[src/logic/rtsc_params.svh]
// constants of the reset and test strap control block
// assumes a single 25 MHz clock and pins taken as synchronous to it
//
// Summary of operation
// RL1: self-configuration starts only on reset rising edge
// RL2: board releases reset after rails, clocks stable
// RL3: flash and general pins float during reset
// RL4: light selects and mirror enable low in reset
// RL5: every signal inactive while reset held
// RL6: host keeps serial bus quiet 500 ms
// RL7: test pins float, sampled 1.5 us, then driven
// RL8: test pins 0..2 feed select bits 0..2
// RL9: board never pulls test pins high when sampled; the board model pulls pins 0..2 high per pull_up_in
// RL10: board holds reserved strap low
// RL11: test pin 4 carries second output trigger
// RL12: board configures unused two-way pins as outputs
// RL13: zero select means normal, nonzero means test
`ifndef RTSC_PARAMS_SVH
`define RTSC_PARAMS_SVH

`define RTSC_CLK_HZ 25000000
`define RTSC_CLK_PERIOD_NS 40
`define RTSC_SAMPLE_DELAY_NS 1500
`define RTSC_SAMPLE_CYCLES \
    ((`RTSC_SAMPLE_DELAY_NS + `RTSC_CLK_PERIOD_NS - 1) / `RTSC_CLK_PERIOD_NS)
`define RTSC_I2C_QUIET_MS 500
`define RTSC_I2C_QUIET_CYCLES ((`RTSC_CLK_HZ / 1000) * `RTSC_I2C_QUIET_MS)
`define RTSC_GPIO_W 20
`define RTSC_TSTPT_W 8
`define RTSC_TEST_MODE_SELECT_W 3
`define RTSC_TRIG_POS 4
`define RTSC_TEST_MODE_SELECT_NORMAL 3'h0
`define RTSC_SAMPLE_CNT_W 6
`define RTSC_QUIET_CNT_W 24

`endif

[src/logic/rtsc_pkg.sv]
// types of the reset and test strap control block
// assumes rtsc_params.svh is on the include path
`include "rtsc_params.svh"

package rtsc_pkg;

    typedef enum logic [2:0] {
        RTSC_IDLE,
        RTSC_HELD,
        RTSC_WAIT,
        RTSC_SAMPLE,
        RTSC_RUN,
        RTSC_TEST
    } rtsc_state_t;

    // serial flash pin group, one enable for all four
    typedef struct packed {
        logic clk;
        logic dout;
        logic sel0_n;
        logic sel1_n;
    } rtsc_flash_t;

    // functional values the core wants on the pins once running
    typedef struct packed {
        logic light_source_select0;
        logic light_source_select1;
        logic mirror_enable_reset_n;
    } rtsc_light_t;

endpackage

[src/logic/rtsc_top.sv]
// reset sequencing and test strap sampling
// assumes all pin inputs are synchronous to clk_in and that the pads
// resolve the two-way wires from the enables
`timescale 1ns/1ps
`include "rtsc_params.svh"

module rtsc_top #(
    parameter int unsigned QUIET_CYCLES = `RTSC_I2C_QUIET_CYCLES
) (
    // clock and reset
    input wire logic clk_in,
    input wire logic rst_in,
    // board reset and park inputs
    input wire logic power_on_reset_n_in,
    input wire logic mirror_park_request_n_in,
    // functional values from the core
    input wire rtsc_pkg::rtsc_flash_t flash_func_in,
    input wire logic [`RTSC_GPIO_W-1:0] gpio_func_out_in,
    input wire logic [`RTSC_GPIO_W-1:0] gpio_func_oe_in,
    input wire rtsc_pkg::rtsc_light_t light_func_in,
    input wire logic [`RTSC_TSTPT_W-1:0] test_func_in,
    input wire logic output_trigger_b_in,
    // serial flash pins
    output rtsc_pkg::rtsc_flash_t flash_out,
    output logic flash_oe_out,
    // general purpose two-way pins
    input wire logic [`RTSC_GPIO_W-1:0] general_io_pins_in,
    output logic [`RTSC_GPIO_W-1:0] general_io_pins_out,
    output logic [`RTSC_GPIO_W-1:0] general_io_pins_oe_out,
    output logic [`RTSC_GPIO_W-1:0] general_io_rd_out,
    // light select and mirror enable pins
    output rtsc_pkg::rtsc_light_t light_out,
    // test strap two-way pins
    input wire logic [`RTSC_TSTPT_W-1:0] test_strap_pins_in,
    output logic [`RTSC_TSTPT_W-1:0] test_strap_pins_out,
    output logic [`RTSC_TSTPT_W-1:0] test_strap_pins_oe_out,
    // status toward the core
    output logic [`RTSC_TEST_MODE_SELECT_W-1:0] test_mode_select_out,
    output logic normal_mode_out,
    output logic test_mode_out,
    output logic i2c_ready_out
);

    localparam logic [`RTSC_SAMPLE_CNT_W-1:0] SAMPLE_LAST =
        `RTSC_SAMPLE_CNT_W'(`RTSC_SAMPLE_CYCLES - 1);
    localparam logic [`RTSC_QUIET_CNT_W-1:0] QUIET_LAST =
        `RTSC_QUIET_CNT_W'(QUIET_CYCLES - 1);

    rtsc_pkg::rtsc_state_t state_q;
    rtsc_pkg::rtsc_state_t state_d;
    logic por_prev_q;
    logic por_rise;
    logic [`RTSC_SAMPLE_CNT_W-1:0] sample_cnt_q;
    logic [`RTSC_QUIET_CNT_W-1:0] quiet_cnt_q;
    logic quiet_done_q;
    logic [`RTSC_TEST_MODE_SELECT_W-1:0] test_mode_select_q;
    logic drive_func;
    logic drive_test;

    // previous level reset high, so a board reset already high at our
    // own reset release never starts configuration without a real edge
    always_ff @(posedge clk_in)
    begin
        if (rst_in)
            por_prev_q <= 1'b1;
        else
            por_prev_q <= power_on_reset_n_in;
    end

    assign por_rise = power_on_reset_n_in && !por_prev_q; // [RL1]

    always_comb
    begin
        state_d = state_q;
        unique case (state_q)
            rtsc_pkg::RTSC_IDLE,
            rtsc_pkg::RTSC_HELD:
            begin
                if (por_rise)
                    state_d = rtsc_pkg::RTSC_WAIT; // [RL1]
                else if (!power_on_reset_n_in)
                    state_d = rtsc_pkg::RTSC_HELD;
            end
            rtsc_pkg::RTSC_WAIT:
            begin
                if (sample_cnt_q == SAMPLE_LAST)
                    state_d = rtsc_pkg::RTSC_SAMPLE; // [RL7]
            end
            rtsc_pkg::RTSC_SAMPLE:
            begin
                if (test_strap_pins_in[`RTSC_TEST_MODE_SELECT_W-1:0] ==
                    `RTSC_TEST_MODE_SELECT_NORMAL)
                    state_d = rtsc_pkg::RTSC_RUN; // [RL13]
                else
                    state_d = rtsc_pkg::RTSC_TEST; // [RL13]
            end
            rtsc_pkg::RTSC_RUN,
            rtsc_pkg::RTSC_TEST:
            begin
                state_d = state_q;
            end
        endcase
        // reset low overrides every state
        if (!power_on_reset_n_in)
            state_d = rtsc_pkg::RTSC_HELD; // [RL5]
    end

    always_ff @(posedge clk_in)
    begin
        if (rst_in)
            state_q <= rtsc_pkg::RTSC_IDLE;
        else
            state_q <= state_d;
    end

    // delay from reset release to the strap sample
    always_ff @(posedge clk_in)
    begin
        if (rst_in)
            sample_cnt_q <= '0;
        else if (state_q == rtsc_pkg::RTSC_WAIT)
            sample_cnt_q <= sample_cnt_q + 1'b1; // [RL7]
        else
            sample_cnt_q <= '0;
    end

    // one-time strap capture; held until the next board reset
    always_ff @(posedge clk_in)
    begin
        if (rst_in)
            test_mode_select_q <= `RTSC_TEST_MODE_SELECT_NORMAL;
        else if (state_q == rtsc_pkg::RTSC_SAMPLE)
            test_mode_select_q <= test_strap_pins_in[`RTSC_TEST_MODE_SELECT_W-1:0]; // [RL8]
        else if (state_q == rtsc_pkg::RTSC_HELD)
            test_mode_select_q <= `RTSC_TEST_MODE_SELECT_NORMAL;
    end

    // quiet period for the host's serial bus; only a status hint, the
    // block does not police bus traffic itself
    always_ff @(posedge clk_in)
    begin
        if (rst_in)
        begin
            quiet_cnt_q <= '0;
            quiet_done_q <= 1'b0;
        end
        else if (!power_on_reset_n_in || !mirror_park_request_n_in ||
                 state_q == rtsc_pkg::RTSC_IDLE)
        begin
            quiet_cnt_q <= '0;
            quiet_done_q <= 1'b0;
        end
        else if (!quiet_done_q)
        begin
            if (quiet_cnt_q == QUIET_LAST)
                quiet_done_q <= 1'b1; // [RL6]
            else
                quiet_cnt_q <= quiet_cnt_q + 1'b1;
        end
    end

    // test mode keeps the functional pins parked; test pins still drive
    assign drive_func = (state_d == rtsc_pkg::RTSC_RUN);
    assign drive_test = (state_d == rtsc_pkg::RTSC_RUN) ||
                        (state_d == rtsc_pkg::RTSC_TEST);

    // serial flash and general pins
    always_ff @(posedge clk_in)
    begin
        if (rst_in || !drive_func)
        begin
            flash_out <= '0;
            flash_oe_out <= 1'b0; // [RL3]
            general_io_pins_out <= '0;
            general_io_pins_oe_out <= '0; // [RL3]
        end
        else
        begin
            flash_out <= flash_func_in;
            flash_oe_out <= 1'b1;
            general_io_pins_out <= gpio_func_out_in;
            general_io_pins_oe_out <= gpio_func_oe_in;
        end
    end

    always_ff @(posedge clk_in)
    begin
        if (rst_in)
            general_io_rd_out <= '0;
        else
            general_io_rd_out <= general_io_pins_in;
    end

    // light selects and mirror enable forced low until running
    always_ff @(posedge clk_in)
    begin
        if (rst_in || !drive_func)
            light_out <= '0; // [RL4]
        else
            light_out <= light_func_in;
    end

    // test pins float until sampled, then become outputs
    always_ff @(posedge clk_in)
    begin
        if (rst_in || !drive_test)
        begin
            test_strap_pins_out <= '0;
            test_strap_pins_oe_out <= '0; // [RL7]
        end
        else
        begin
            test_strap_pins_out <= test_func_in;
            test_strap_pins_out[`RTSC_TRIG_POS] <=
                output_trigger_b_in; // [RL11]
            test_strap_pins_oe_out <= '1; // [RL7]
        end
    end

    // status
    always_ff @(posedge clk_in)
    begin
        if (rst_in)
        begin
            test_mode_select_out <= `RTSC_TEST_MODE_SELECT_NORMAL;
            normal_mode_out <= 1'b0;
            test_mode_out <= 1'b0;
            i2c_ready_out <= 1'b0;
        end
        else
        begin
            test_mode_select_out <= test_mode_select_q;
            normal_mode_out <= (state_q == rtsc_pkg::RTSC_RUN); // [RL13]
            test_mode_out <= (state_q == rtsc_pkg::RTSC_TEST); // [RL13]
            i2c_ready_out <= quiet_done_q && power_on_reset_n_in &&
                             mirror_park_request_n_in; // [RL6]
        end
    end

endmodule

[config.mk]
export PLATFORM = sky130hd
export DESIGN_NAME = rtsc_top
export DESIGN_NICKNAME = d
export VERILOG_FILES = /design/src/logic/rtsc_pkg.sv /design/src/logic/rtsc_top.sv
export VERILOG_INCLUDE_DIRS = /design/src /design/src/logic
export SDC_FILE = /design/constraint.sdc
export NUM_CORES = 1
export LEC_CHECK = 0
export BUFFER_PORTS_ARGS = -buffer_cell sky130_fd_sc_hd__buf_2
export CORE_MARGIN = 3
export CORE_UTILIZATION = 42
export CTS_CLUSTER_SIZE = 12
export DETAILED_ROUTE_END_ITERATION = 8
export HOLD_SLACK_MARGIN = 0.02
export PLACE_DENSITY = 0.75
export REMOVE_ABC_BUFFERS = 1
export SLEW_MARGIN = 20
export SYNTH_ARGS = -nofsm -noshare
export SYNTH_HDL_FRONTEND = slang
export SYNTH_SLANG_ARGS = --single-unit
[constraint.sdc]
create_clock -name clk_in -period 2.22 [get_ports clk_in]
set_input_delay 0.444 -clock clk_in [delete_from_list [all_inputs] [get_ports clk_in]]
set_output_delay 0.444 -clock clk_in [all_outputs]
set_load 0.01 [all_outputs]
### After elaboration in Yosys (flattened, before gate mapping)

Cells that the tools add are included.

* add/subtract/negate cells: 2
* multiplexer cells: 11
* reduce and logical (&&, ||, !) cells: 21
* eq/ne operators: 9
* bitwise operators: 3

Operators by type and width (number)
* adder 24 x 1 -> 24 bit, second input constant: 1
* == test 24 bit, second input constant: 1
* two-way mux 3 bit: 5
* == test 3 bit, second input constant: 4
* case mux 3 bit (4 select lines): 1
* two-way mux 8 bit: 1
* OR reduction 2 bit: 4
* adder 6 x 1 -> 6 bit, second input constant: 1
* == test 3 x 2 -> 1 bit, second input constant: 2
* == test 6 bit, second input constant: 1
* logical NOT 3 bit: 2
* logical NOT 1 bit: 5
* logical OR 1 bit: 5
* two-way mux 1 bit: 4
* == test 3 x 1 -> 1 bit, second input constant: 1
* logical AND 1 bit: 3
* NOT 1 bit: 3
* AND reduction 2 bit: 1
* nonzero test 2 bit: 1

* bits of input ports: 88
* register bits after elaboration: 128
* output and inout bits: 90
* logic and storage cells: 69

### Logic depth before layout (Yosys ltp)

* depth in word-level cells: 10
* mapped depth: 11
* mapped depth without buffers: 7

### Worst setup path after synthesis

No wires, ideal clock.

* kind: reg-to-reg
* start: register state_q[1]
* end: register flash_out[0] (netlist bit)
* clock period less this slack: 2.321 ns
* required time: 2.161 ns
* cell stages (with the launch flop): 12
* library setup time: 0.059 ns
* path buffers: 4
* data arrival time: 2.262 ns
* path slack: -0.101 ns
* cells stage by stage: dfxtp_1 clkbuf_1 inv_1 ha_1 and3b_1 o32ai_1 and3_1 buf_2 nor3b_2 clkbuf_2 clkbuf_2 and2_1

* longest elaborated chain between the ends: 7
* elaborated cells on any way between the ends: 15
* those cells by class: eq/ne: 6; mux: 4; reduce/logical: 5

Ends and longest elaborated chain
* start: declaration: line rtsc_top.sv:49 `rtsc_pkg::rtsc_state_t state_q;`
* start signal: assignment: line rtsc_top.sv:111 `state_q <= rtsc_pkg::RTSC_IDLE;`
* start signal: assignment: line rtsc_top.sv:113 `state_q <= state_d;`
* == test 3 bit (tied with other cells): line rtsc_top.sv:75 `unique case (state_q)`
* OR reduction 2 bit: line rtsc_top.sv:75
* case mux 3 bit (4 select lines) *: line rtsc_top.sv:75
* two-way mux 3 bit *: line rtsc_top.sv:104 `if (!power_on_reset_n_in)`
* == test 3 bit *: line rtsc_top.sv:163 `assign drive_func = (state_d == rtsc_pkg::RTSC_RUN);`
* logical NOT 1 bit *: line rtsc_top.sv:170 `if (rst_in || !drive_func)`
* logical OR 1 bit *: line rtsc_top.sv:170
* end signal: assignment: line rtsc_top.sv:179 `flash_out <= flash_func_in;`
* end: declaration: line rtsc_top.sv:24 `output rtsc_pkg::rtsc_flash_t flash_out,`

Every way passes the cells marked *; elsewhere a longest branch is shown, timed or not.
A chain may end at the register's enable or synchronous reset.

### Final worst setup path

* start: register quiet_cnt_q[4]
* end: register quiet_cnt_q[15]

* longest elaborated chain between the ends: 3
* elaborated cells on any way between the ends: 4
* those cells by class: add/sub: 1; eq/ne: 1; bitwise: 1; reduce/logical: 1

Ends and longest elaborated chain
* start: declaration: line rtsc_top.sv:54 `` logic [`RTSC_QUIET_CNT_W-1:0] quiet_cnt_q; ``
* start signal: assignment: line rtsc_top.sv:158 `quiet_cnt_q <= quiet_cnt_q + 1'b1;`
* parallel branches: the longest is 3 deep, another holds adder 24 x 1 -> 24 bit

Several ways; the timed one is not identified.

==> results_dict.tcl <==
set metrics [dict create \
    status "finished clean" \
    detailedRoute.firstPassIterationCount 4 \
    antenna_violating_nets_post_route 0 \
    grt_first_pass_wirelength_microns 14900 \
    synth-seq-area-share 0.593 \
    fmax_mhz 490 \
    pd_cells_nw_per_um2 916 \
    fill_cells 763 \
    p_sw_frac 0.207 \
    largest_cells_by_area_after_synthesis "sky130_fd_sc_hd__dfxtp_1 (59%), sky130_fd_sc_hd__and2_1 (8.7%), sky130_fd_sc_hd__nor2b_1 (3.8%)" \
    grt_overflow_total 0 \
    timing_worst_slew_pin_value_ps 716 \
    crit_end_element "flip-flop" \
    ys_top_cells_by_count "sky130_fd_sc_hd__dfxtp_1 (121), sky130_fd_sc_hd__and2_1 (57), sky130_fd_sc_hd__nor2_1 (28), sky130_fd_sc_hd__nor2b_1 (25), sky130_fd_sc_hd__nand2_1 (20)" \
    antenna_found_initial 0 \
    synth_ff_type "sky130_fd_sc_hd__dfxtp_1" \
    io_buffer_count 171 \
    routedWlPerCell_microns 12.2 \
    gate_count_post_synth 399 \
    fin_crit_ps 2040 \
    number_of_post_cts_setup_repair_buffers 0 \
    routed-via-count 3275 \
    cts_inserted_buffers 17 \
    gpl.final_weighted_congestion 0.774 \
    setup-violations-final 0 \
    rows 35 \
    grt_pass1_vias 3362 \
    worst-setup-path-type "reg -> reg" \
    place.detailed.hpwl_microns 6460 \
    grt_setup_unrepaired "false" \
    yosysTopAreaCell "sky130_fd_sc_hd__dfxtp_1" \
    synth_area_sq_um 4090 \
    power_switching_w 0.00108 \
    vdd.ir_drop.worst_mv 0.784 \
    cts_root_buf "sky130_fd_sc_hd__clkbuf_8" \
    yosys_reg_bits 121 \
    post-synth-top-area-fraction 0.593 \
    insertedDiodeCount 0 \
    slew_viol_final 0 \
    timing.hold.ws_ps 140 \
    detailedRoute.firstIterationViolations 92 \
    crit_fanout 8 \
    max_cap_violations 0 \
    tritoncts "yes" \
    floorplan.die_area_sq_um 10900 \
    worst_ep_arrival_time_ps 2460 \
    power.share.clock 0.549 \
    finalClockSkew_ps 7.51 \
    floorplan.initialDensity 0.438 \
    timing.final.crit_share 0.920 \
    htree_levels 4 \
    grt_max_degree 49 \
    pin_count 178 \
    drive_gt1_frac 0.382 \
    floorplan.die.width_microns 105 \
    area_growth_pct 39.2 \
    internal-power_w 0.00413 \
    final_stage_net_count 663 \
    synth_enable_flop_cells 0 \
    postCtsHoldBufs 0 \
    p_seq_frac 0.423 \
    vertical_die_dimension_microns 105 \
    clk_pin_slew_ps 60 \
    p_leak_nw 2.60 \
    critical_path_rt_ps 2640 \
    fp.coreArea_sq_um 9330 \
    synth.distinct_cells 45 \
    synthArstFlopShare 0 \
    cts.sink_count 121 \
    start_kind "flip-flop" \
    routed_via_density 4.59 \
    track_usage 0.166 \
    remaining_drc_errors 0 \
    synth_warnings 0 \
    finalHoldViolCount 0 \
    routed_wire_length_microns 8700 \
    synth.most_common_cell "sky130_fd_sc_hd__dfxtp_1" \
    timing.hold.worst.class "in -> reg" \
    power.share.combinational 0.028 \
    clock_path_buffers 2 \
    timing.slew.headroom 0.522 \
    syn_avg_cell_area_sq_um 10.2 \
    final_core_util 0.610 \
    clk_latency_ps 500 \
]
placed cells by master, fill, tap and decap left out, types with 2 or more instances in the layout:
cell | synthesis | routed
sky130_fd_sc_hd__buf_4 | 7 | 8
sky130_fd_sc_hd__a21oi_1 | 17 | 17
sky130_fd_sc_hd__nor2_1 | 28 | 28
sky130_fd_sc_hd__and3_1 | 3 | 3
sky130_fd_sc_hd__nor4_1 | 2 | 2
sky130_fd_sc_hd__nand3_1 | 11 | 11
sky130_fd_sc_hd__or2_2 | 3 | 3
sky130_fd_sc_hd__or4_1 | 8 | 7
sky130_fd_sc_hd__inv_1 | 10 | 10
sky130_fd_sc_hd__bufinv_16 | 0 | 4
sky130_fd_sc_hd__dfxtp_1 | 121 | 121
sky130_fd_sc_hd__nand4_1 | 2 | 2
sky130_fd_sc_hd__o31ai_1 | 3 | 3
sky130_fd_sc_hd__clkbuf_16 | 0 | 16
sky130_fd_sc_hd__and2_1 | 57 | 57
sky130_fd_sc_hd__o211ai_1 | 3 | 3
sky130_fd_sc_hd__nand2_1 | 20 | 20
sky130_fd_sc_hd__xor2_1 | 2 | 2
sky130_fd_sc_hd__or3_1 | 4 | 4
sky130_fd_sc_hd__inv_6 | 0 | 6
sky130_fd_sc_hd__clkinv_4 | 0 | 4
sky130_fd_sc_hd__ha_1 | 4 | 4
sky130_fd_sc_hd__nor2b_1 | 25 | 25
sky130_fd_sc_hd__buf_2 | 5 | 171
sky130_fd_sc_hd__o21ai_0 | 6 | 6
sky130_fd_sc_hd__xnor2_1 | 14 | 14
sky130_fd_sc_hd__nor4b_1 | 2 | 2
sky130_fd_sc_hd__nor3_1 | 8 | 8
per-stage QoR:
| step | std cells | setup TNS [ps] | worst slack, ps | total power [W] | instance area (sq um) |
|---|---|---|---|---|---|
| 2_1_floorplan | 372 | -23900 | -490 | 0.00229 | 3950 |
| 3_3_place_gp | 681 | 0 | 123 | 0.00239 | 5060 |
| 3_5_place_dp | 681 | 0 | 116 | 0.00240 | 5060 |
| 4_1_cts | 713 | 0 | 85.9 | 0.00527 | 5680 |
| 5_1_grt | 713 | 0 | 38.8 | 0.00541 | 5690 |
| 6_report | 713 | 0 | 178 | 0.00521 | 5690 |
routing by layer:
layer / vias to the layer above / GRT usage / share of wire
met5: - / 0 / 0
met4: 0 / 0.0647 / 0.014
met3: 11 / 0.0791 / 0.10
met2: 128 / 0.277 / 0.49
met1: 1481 / 0.182 / 0.39
li1: 1655 / - / -
power by group through the flow:
stage | logic [W] | registers, W | clock network [W]
after floorplan | 0.0000303 | 0.00226 | 0
after global placement | 0.000142 | 0.00225 | 0
after detailed placement | 0.000145 | 0.00225 | 0
after global routing | 0.000160 | 0.00221 | 0.00304
after CTS | 0.000146 | 0.00220 | 0.00292
final | 0.000144 | 0.00220 | 0.00286
area by class of cell:
cell class	instances	area (sq um)	area share
sequential	121	2420	0.426
multi-input combinational	241	1510	0.265
timing repair buffer	180	936	0.165
clock buffer	18	418	0.0735
clock inverter	14	208	0.0365
tap	129	161	0.0284
inverter	10	37.5	0.00660
worst max-delay path, stage by stage (launching register included):
cell                      delay (ps)
sky130_fd_sc_hd__dfxtp_1         420
sky130_fd_sc_hd__nand4_2         170
sky130_fd_sc_hd__or4_1           700
sky130_fd_sc_hd__or4_1           510
sky130_fd_sc_hd__a21oi_1         170
logic make-up (layout without fill, tap and decap cells):
| family | after synthesis | in the layout | synth area share |
|---|---|---|---|
| flops | 121 | 121 | 0.593 |
| compound gates | 35 | 35 | 0.0521 |
| buf+inv | 37 | 222 | 0.0429 |
| xor+xnor | 16 | 16 | 0.0343 |
| simple gates | 186 | 186 | 0.266 |
| fa+ha+maj | 4 | 4 | 0.0123 |
repair_timing:
item	4_1_cts	5_1_grt
setup endpoints to repair	0	1
gates resized for setup	0	1
endpoints found under the hold margin	0	0
path summary, 6_finish.rpt:
kind                                            start                      to  slack, ps  depth (start not counted)
worst max register to register         quiet_cnt_q[4]         quiet_cnt_q[15]        180                          4
worst min-delay path              gpio_func_out_in[4]  general_io_pins_out[4]        140                          2
worst min register to register  test_mode_select_q[2]   test_mode_select_q[2]        460                          2
worst max-delay path                   quiet_cnt_q[4]         quiet_cnt_q[15]        180                          4
sequential cells by signal (all words and copies together), names as in the netlist, 4 cells and up:
register                cells
test_strap_pins_out         8
sample_cnt_q                6
general_io_pins_oe_out     20
quiet_cnt_q                24
general_io_pins_out        20
general_io_rd_out          20
flash_out                   4
Power figures use the tool's default switching activity.
